===== src/logic/mbp_pkg.sv =====
// Purpose: Shared constants for the mode programmable byte port.
// Assumes: One clock domain; all port inputs except the asynchronous reset are synchronous to it.
// Notes: Mode codes, data width and the hold and request reset values live here only.
package mbp_pkg;
  localparam int DATA_W = 8;
  localparam logic MODE_INPUT = 1'h0;
  localparam logic MODE_OUTPUT = 1'h1;
  localparam logic [DATA_W-1:0] HOLD_RESET = 8'h00;
  localparam logic REQ_IDLE = 1'h0;
endpackage : mbp_pkg


===== src/logic/mbp_hold_if.sv =====
// Purpose: Carries load, clear and data between the port core and its holding register.
// Assumes: Driven and sampled on the port clock.
// Notes: Width follows the holding register parameter.
`timescale 1ns/1ps
interface mbp_hold_if #(parameter int WIDTH = 8);
  logic load;
  logic clear;
  logic [WIDTH-1:0] dataIn;
  logic [WIDTH-1:0] held;
  modport ctrl (output load, output clear, output dataIn, input held);
  modport store (input load, input clear, input dataIn, output held);
endinterface : mbp_hold_if


===== src/logic/mbp_hold_reg.sv =====
// Purpose: The byte holding register of the port.
// Assumes: Clear takes priority over load.
// Notes: Its output comes straight from flip-flops.
`timescale 1ns/1ps
module mbp_hold_reg
  import mbp_pkg::*;
#(
  parameter int WIDTH = DATA_W
) (
  input wire logic clk,
  input wire logic rst,
  mbp_hold_if.store hold
);
  logic [WIDTH-1:0] heldQ;
  logic [WIDTH-1:0] heldD;

  // The register is only as wide as the reset value allows.
  if (WIDTH != DATA_W) begin : gWidthCheck
    $error("mbp_hold_reg: WIDTH must equal DATA_W");
  end

  // Clear empties the register, load copies the input, otherwise it holds.
  always_comb begin
    heldD = heldQ;
    if (hold.clear) begin
      heldD = HOLD_RESET;
    end else if (hold.load) begin
      heldD = hold.dataIn;
    end
  end

  // Registers the next value.
  always_ff @(posedge clk or posedge rst) begin
    if (rst) begin
      heldQ <= HOLD_RESET;
    end else begin
      heldQ <= heldD;
    end
  end

  assign hold.held = heldQ;
endmodule : mbp_hold_reg


===== src/logic/mbp_port.sv =====
// Purpose: Mode programmable 8-bit parallel port with a service request flag.
// Assumes: Strobe, selects, clear and data are synchronous to clk at 25 MHz.
// Notes: Strobe level and edges are sampled, so an edge shows one cycle late.
`timescale 1ns/1ps

module mbp_port
  import mbp_pkg::*;
#(
  parameter int WIDTH = DATA_W
) (
  input wire logic clk,
  input wire logic rst,
  input wire logic mode,
  input wire logic clear,
  input wire logic strobe,
  input wire logic select_first_n,
  input wire logic select_second,
  input wire logic [WIDTH-1:0] dataIn,
  output logic [WIDTH-1:0] dataOut,
  output logic dataOutEn,
  output logic service_request_n
);
  logic strobeQ;
  logic strobeD;
  logic selQ;
  logic selD;
  logic reqQ;
  logic reqD;
  logic selected;
  logic strobeFall;
  logic selFall;
  logic loadNow;

  mbp_hold_if #(.WIDTH(WIDTH)) hold ();

  // Only the documented byte width is served.
  if (WIDTH != DATA_W) begin : gWidthCheck
    $error("mbp_port: WIDTH must equal DATA_W");
  end

  mbp_hold_reg #(.WIDTH(WIDTH)) uHold (
    .clk(clk),
    .rst(rst),
    .hold(hold.store)
  );

  // Combined select and the edges that drive the request flag.
  assign selected = !select_first_n && select_second;
  assign strobeFall = strobeQ && !strobe;
  assign selFall = selQ && !selected;

  // Load term depends on the strapped mode.
  always_comb begin
    if (mode == MODE_INPUT) begin
      loadNow = strobe;
    end else begin
      loadNow = selected && strobe;
    end
  end

  // Holding register requests; once strobe drops, the last byte stays held.
  assign hold.load = loadNow;
  assign hold.clear = clear;
  assign hold.dataIn = dataIn;

  // Request flag: strobe fall sets it, select fall clears it, set wins.
  always_comb begin
    strobeD = strobe;
    selD = selected;
    reqD = reqQ;
    if (clear) begin
      reqD = REQ_IDLE;
    end else if (strobeFall) begin
      reqD = 1'h1;
    end else if (selFall) begin
      reqD = REQ_IDLE;
    end
  end

  // Registers the edge history and the flag.
  always_ff @(posedge clk or posedge rst) begin
    if (rst) begin
      strobeQ <= 1'h0;
      selQ <= 1'h0;
      reqQ <= REQ_IDLE;
    end else begin
      strobeQ <= strobeD;
      selQ <= selD;
      reqQ <= reqD;
    end
  end

  // Outputs: data from the register, enable by mode, request active low.
  assign dataOut = hold.held;
  assign dataOutEn = (mode == MODE_OUTPUT) ? 1'h1 : selected;
  assign service_request_n = !reqQ;
endmodule : mbp_port


===== config.mk =====
export PLATFORM = sky130hd
export DESIGN_NAME = mbp_port
export DESIGN_NICKNAME = d
export VERILOG_FILES = /design/src/logic/mbp_pkg.sv /design/src/logic/mbp_hold_if.sv /design/src/logic/mbp_hold_reg.sv /design/src/logic/mbp_port.sv
export SDC_FILE = /design/constraint.sdc
export NUM_CORES = 1
export LEC_CHECK = 0
export BUFFER_PORTS_ARGS = -buffer_cell sky130_fd_sc_hd__buf_2
export CAP_MARGIN = 20
export CORE_AREA = 2 2 39 41
export CTS_CLUSTER_SIZE = 16
export DETAILED_ROUTE_END_ITERATION = 6
export DIE_AREA = 0 0 41 43
export PLACE_DENSITY_LB_ADDON = 0.25
export SKIP_CTS_REPAIR_TIMING = 1
export SLEW_MARGIN = 20
export SYNTH_ARGS = -nofsm -noshare
export SYNTH_HDL_FRONTEND = slang
export SYNTH_SLANG_ARGS = --single-unit
export TNS_END_PERCENT = 50

===== constraint.sdc =====
create_clock -name clk -period 0.8 [get_ports clk]
set_clock_uncertainty 0.15 [all_clocks]
set_input_delay 0.16 -clock clk [delete_from_list [all_inputs] [get_ports clk]]
set_output_delay 0.16 -clock clk [all_outputs]
set_load 0.01 [all_outputs]

==> impl_metrics.env, run 1 <==
export IMPL_path_clk_slew_ps=80
export IMPL_clockBufferDepth=2
export IMPL_core_area_um2=1380
export IMPL_power_density_nw_per_um2=1770
export IMPL_grt_overflow_total=0
export IMPL_fillerInstances=130
export IMPL_num_antenna_cells=0
export IMPL_critPathTopFamily="flip-flops"
export IMPL_detail_route_first_pass_iterations=2
export IMPL_setup_ws_ps=-299
export IMPL_port_buffers=24
export IMPL_start_kind="register"
export IMPL_ir_drop_uv=753
export IMPL_cap_violations=0
export IMPL_power_frac_clock_pct=31.5
export IMPL_crit_chain="buf_2"
export IMPL_num_rows=14
export IMPL_root_buffer="clkbuf_4"
export IMPL_grt_max_degree=12
export IMPL_drc_errors=0
export IMPL_status="finished, violations left"
export IMPL_cts_sinks=11
export IMPL_cp_max_fo=2
export IMPL_finalCriticalPeriod_ps=1100
export IMPL_multi_input_comb_area_um2=173
export IMPL_synth_area_leaders="dfrtp_1 (60%), a22o_1 (15%), nand2b_4 (9.0%)"
export IMPL_clk_latency_ps=260
export IMPL_crit_slowest_cell="dfrtp_1"
export IMPL_ant_nets=0
export IMPL_post_route_period_util_pct=137
export IMPL_syn_nets=46
export IMPL_setup_viol=19
export IMPL_fin_cells=79
export IMPL_dieHeight_um=43
export IMPL_worst_slew_pin_slew_ps=420
export IMPL_maxSlewHeadroom_pct=71.9
export IMPL_rsz0062_at_grt="true"
export IMPL_syn2layout_area_growth_pct=45.8
export IMPL_crit_arrival_ps=790
export IMPL_worstSetupPathType="reg -> out"
export IMPL_fin_util_pct=48.4
export IMPL_drive_above_1_share_pct=61.9
export IMPL_dieArea_um2=1760
export IMPL_finalMaxSlewViolations=0
export IMPL_dp_cells=72
export IMPL_synth_most_common_cell="dfrtp_1"
export IMPL_avgSynthCellArea_um2=14.8
export IMPL_power_leakage_uw=0.000374
export IMPL_numCtsBuffers=3
export IMPL_async_flop_share_pct=100
export IMPL_routed_wl_um=904
export IMPL_synthFlopType="dfrtp_1"
export IMPL_p_int_uw=885
export IMPL_vias=353
export IMPL_cp_required_ps=490
export IMPL_regArea_um2=275
export IMPL_post_synth_top_area_cell="dfrtp_1"
export IMPL_ys_seq_area_share_pct=59.9
export IMPL_fmax_mhz=910
export IMPL_swShare_pct=25.5
export IMPL_post_place_ws_ps=-282
export IMPL_crit_buf_inv=1
export IMPL_routedWlPerCell_um=11.4
export IMPL_grt_pass1_wl_um=1510
export IMPL_start_util_pct=33.2
export IMPL_via_per_inst=4.47
export IMPL_r2r_slack_ps=-150
export IMPL_synth_top_area_share_pct=59.9
export IMPL_io_pins=25
export IMPL_drt_iter0_markers=4
export IMPL_synth_edf_count=0
export IMPL_tritoncts="done"
export IMPL_p_switching_uw=303
export IMPL_antenna_found_initial=0
export IMPL_yosysUniqueCellTypes=10
export IMPL_violations="negative hold slack, negative setup slack"
export IMPL_dp_hpwl_um=678
export IMPL_seq_power_share_pct=50.8
export IMPL_combPwrFrac_pct=17.7
export IMPL_synth_seq_cells=11
export IMPL_synthCells=31
export IMPL_holdWs_ps=-280
export IMPL_die_width_um=41
export IMPL_cp_end_kind="output pin"
export IMPL_ys_warn_count=0
export IMPL_synthTopCellsByCount="dfrtp_1 (11), a22o_1 (8), nand2b_4 (3)"
export IMPL_grt_pass1_vias=372
export IMPL_hold_class="in -> async"
export IMPL_final_net_count=79
export IMPL_p_total_uw=1190
export IMPL_crit_path_max_incr_delay_ps=380
export IMPL_cts_htree_levels=1
export IMPL_place_congestion=0.607
export IMPL_syn_area_um2=459
export IMPL_grt_util_all_layers_pct=13.4
export IMPL_hold_violations=20
[stage by stage]
stage | area (um2) | setup TNS, ps | hold WS [ps]
finish | 669 | -3240 | -280
global route | 669 | -3970 | -250
detailed placement | 607 | -2530 | 26.3
global placement | 607 | -2480 | 21.9
floorplan | 459 | -857 | -138
CTS | 634 | -3250 | -275
[flip-flops by register name, summed over array words and instances, names as in the netlist]
name and cells:
uHold.hold.held 8, selQ 1, strobeQ 1, reqQ 1
[area by class of cell]
type / count / area share [%]
Timing Repair Buffer: 28 / 24.3
Clock inverter: 1 / 0.748
Inverter: 3 / 1.68
Clock buffer: 3 / 3.36
Tap cell: 16 / 2.99
Sequential cell: 11 / 41.1
Multi-Input combinational cell: 17 / 25.8
[worst paths after layout]
path	startpoint	end	cells past startpoint
worst min-delay path	rst	uHold.hold.held[7]	2
worst min register to register	uHold.hold.held[3]	uHold.hold.held[3]	1
max in group asynchronous	rst	reqQ	2
min in group clk	dataIn[4]	uHold.hold.held[4]	2
worst max register to register	uHold.hold.held[6]	uHold.hold.held[6]	2
worst max-delay path	uHold.hold.held[4]	dataOut[4]	1
[worst reg2reg max path, delay by kind of cell (launching register included)]
family	cells	cell delay (ps)
compound gates	1	180
flops	1	380
buf+inv	1	130
[layer usage]
metal | up-vias | routed length [um] | global-route usage [%]
li1 | 174 | - | -
met1 | 166 | 373 | 15.2
met2 | 13 | 466 | 20.3
met3 | 0 | 64 | 4.71
met4 | 0 | 0 | 8.00
met5 | - | 0 | 0
[placed cells by master (no fill, tap or decap), types with 2 or more instances in the layout]
master	netlist	final
buf_2	0	22
clkbuf_4	0	3
dfrtp_1	11	11
a22o_1	8	8
nand2b_1	2	2
nand2b_4	3	3
buf_4	0	4
inv_2	1	2
buf_6	0	2
[cell families after synthesis]
kind of cell           synth area share [%]
AO/OA/AOI/OAI                          25.9
flip-flops                             59.9
AND/OR/NAND/NOR                        11.7
buffers and inverters                  2.45
[power groups by stage]
stage               clock network, uW  registers, uW  logic, uW
floorplan                           0            625       88.0
global placement                    0            614        192
detailed placement                  0            613        195
CTS                               396            603        194
global route                      436            607        231
finish                            374            603        210
No activity file was read; power rests on OpenSTA's default activity.
==> run 2: changes to the inputs <==
- ABC_AREA: unset -> 1
- CORE_AREA: 2 2 39 41 -> 2 2 40 42
- DIE_AREA: 0 0 41 43 -> 0 0 42 44
==> run 2 against run 1 <==
The flow still finishes with violations (negative hold slack, negative setup slack). Global-route usage fell by 0.88 points. Clock power fell by 2%. Cell count rose by 25%. Largest cell class unchanged. First-iteration DRC count rose by 25%. Largest power group unchanged. Clock-buffer cell count rose by 1. Critical path type unchanged.
==> impl_metrics.env, run 2 <==
export IMPL_clk_latency_ps=260
export IMPL_drc_errors=0
export IMPL_antenna_found_initial=0
export IMPL_tritoncts="done"
export IMPL_root_buffer="clkbuf_4"
export IMPL_grt_overflow_total=0
export IMPL_hold_class="in -> async"
export IMPL_r2r_cells=3
export IMPL_synth_area_leaders="dfrtp_1 (54%), nand4_1 (9.8%), nand2_1 (8.0%)"
export IMPL_worstReg2RegStart="uHold.hold.held[2]"
export IMPL_core_area_um2=1420
export IMPL_multi_input_comb_area_um2=210
export IMPL_drt_iter0_markers=5
export IMPL_detail_route_first_pass_iterations=4
export IMPL_synth_simple_area_share_pct=36.1
export IMPL_regArea_um2=275
export IMPL_finalMaxSlewViolations=0
export IMPL_cts_htree_levels=1
export IMPL_p_int_uw=894
export IMPL_port_buffers=24
export IMPL_synth_edf_count=0
export IMPL_r2r_slack_ps=-80
export IMPL_synth_compound_area_share_pct=0.976
export IMPL_async_flop_share_pct=100
export IMPL_crit_arrival_ps=800
export IMPL_placed_area_um2=664
export IMPL_status="finished, violations left"
export IMPL_power_frac_clock_pct=30.3
export IMPL_dieHeight_um=44
export IMPL_syn_area_um2=513
export IMPL_via_per_inst=5.07
export IMPL_power_leakage_uw=0.000426
export IMPL_post_route_period_util_pct=139
export IMPL_holdWs_ps=-279
export IMPL_r2r_end="uHold.hold.held[2]"
export IMPL_cp_end_kind="output pin"
export IMPL_finalCriticalPeriod_ps=1110
export IMPL_dp_hpwl_um=731
export IMPL_worstSetupPathType="reg -> out"
export IMPL_setup_viol=15
export IMPL_synthTopCellsByCount="dfrtp_1 (11), nand2_1 (11), nand4_1 (8)"
export IMPL_synthAdderAreaFrac_pct=0
export IMPL_setup_ws_ps=-309
export IMPL_grt_pass1_vias=403
export IMPL_start_util_pct=36.2
export IMPL_ir_drop_uv=862
export IMPL_layout_commonest_cell="buf_2"
export IMPL_power_density_nw_per_um2=1590
export IMPL_num_rows=14
export IMPL_crit_end="service_request_n"
export IMPL_critical_path_startpoint="reqQ"
export IMPL_fmax_mhz=902
export IMPL_seq_power_share_pct=49.4
export IMPL_synth_xor_area_share_pct=0
export IMPL_worst_slew_pin_slew_ps=405
export IMPL_layout_common_cells="buf_2 (20), nand2_1 (11), dfrtp_1 (11)"
export IMPL_cts_sinks=11
export IMPL_start_kind="register"
export IMPL_swShare_pct=26.4
export IMPL_place_congestion=0.666
export IMPL_ant_nets=0
export IMPL_post_place_ws_ps=-336
export IMPL_synth_top_area_share_pct=53.7
export IMPL_fillerInstances=134
export IMPL_routed_wl_um=1080
export IMPL_routedWlPerCell_um=10.9
export IMPL_fin_area_um2=763
export IMPL_hold_violations=15
export IMPL_path_clk_slew_ps=70
export IMPL_vias=502
export IMPL_largest_reg_flops=8
export IMPL_violations="negative hold slack, negative setup slack"
export IMPL_final_net_count=99
export IMPL_cap_violations=0
export IMPL_die_width_um=42
export IMPL_grt_pass1_wl_um=1660
export IMPL_drive_above_1_share_pct=51.8
export IMPL_p_switching_uw=321
export IMPL_avgSynthCellArea_um2=10.1
export IMPL_io_pins=25
export IMPL_post_synth_top_area_cell="dfrtp_1"
export IMPL_combPwrFrac_pct=20.3
export IMPL_cp_required_ps=490
export IMPL_numCtsBuffers=3
export IMPL_dieArea_um2=1850
export IMPL_ys_seq_area_share_pct=53.7
export IMPL_num_antenna_cells=0
export IMPL_ys_warn_count=0
export IMPL_grt_max_degree=17
export IMPL_syn_nets=66
export IMPL_synthFlopType="dfrtp_1"
export IMPL_synth_seq_cells=11
export IMPL_rsz0062_at_grt="true"
export IMPL_maxSlewHeadroom_pct=72.9
export IMPL_grt_util_all_layers_pct=12.5
export IMPL_cp_max_fo=2
export IMPL_syn2layout_area_growth_pct=48.8
export IMPL_yosysUniqueCellTypes=14
export IMPL_synthCells=51
export IMPL_synthMuxAreaShare_pct=0
export IMPL_clockBufferDepth=2
export IMPL_synth_top_family_by_area="simple AND/OR/NAND/NOR gates"
## run 2: cell types whose count changed after synthesis, moves of 3 or more
| cell | delta |
|---|---|
| a22o_1 | -8 |
| nand4_1 | +8 |
| nand2_1 | +11 |
| nand2b_4 | -3 |
| inv_1 | +3 |
| nand3_1 | +6 |
## run 2: worst min-delay path by stage
stage | endpoint | startpoint | cells after the start | slack, ps
after detailed placement | strobeQ | rst | 2 | 20
after global routing | strobeQ | rst | 2 | -250
after floorplan | reqQ | rst | 1 | -140
final | uHold.hold.held[0] | rst | 2 | -280
after global placement | strobeQ | rst | 2 | 20
after CTS | uHold.hold.held[0] | rst | 2 | -280
## run 2: routing by layer
metal / track usage, % / up-vias / part of all wire, %
met3: 5.00 / 2 / 6.2
li1: - / 236 / -
met5: 0 / - / 0
met4: 9.68 / 0 / 1.1
met1: 14.2 / 247 / 40
met2: 18.8 / 17 / 52
## run 2: logic make-up (layout without fill, tap and decap cells)
logic type | after synthesis | in the layout
AOI/OAI and AO/OA | 1 | 1
and+or+nand+nor | 31 | 31
DFF | 11 | 11
buffers and inverters | 8 | 40
## run 2: critical path, cell delays in order (launching register included)
cell     delay (ps)
dfrtp_1         380
inv_1            50
buf_2           110
## run 2: layout make-up
type	count	share of cell area, %
well taps	16	2.62
repair buffers	30	25.4
clock buffers	4	3.44
inverters	6	4.92
multi-input cells	32	27.5
flip-flops and latches	11	36.1
## run 2: power groups by stage
stage	sequential, uW	combinational, uW	clock (uW)
after floorplan	622	114	0
after global placement	611	204	0
after detailed placement	612	207	0
after CTS	601	207	389
after global routing	603	271	419
final	600	246	368
## run 2: per-stage QoR
stage / instances / hold slack [ps] / total power, uW / setup TNS [ps] / util, %
2_1_floorplan: 51 / -138 / 736 / -21.8 / -
5_1_grt: 99 / -247 / 1290 / -3610 / 53.8
6_report: 99 / -279 / 1210 / -3080 / 53.8
3_3_place_gp: 90 / 20.4 / 815 / -2340 / 46.8
4_1_cts: 94 / -276 / 1200 / -3150 / 48.7
3_5_place_dp: 90 / 20.1 / 819 / -2460 / 46.8
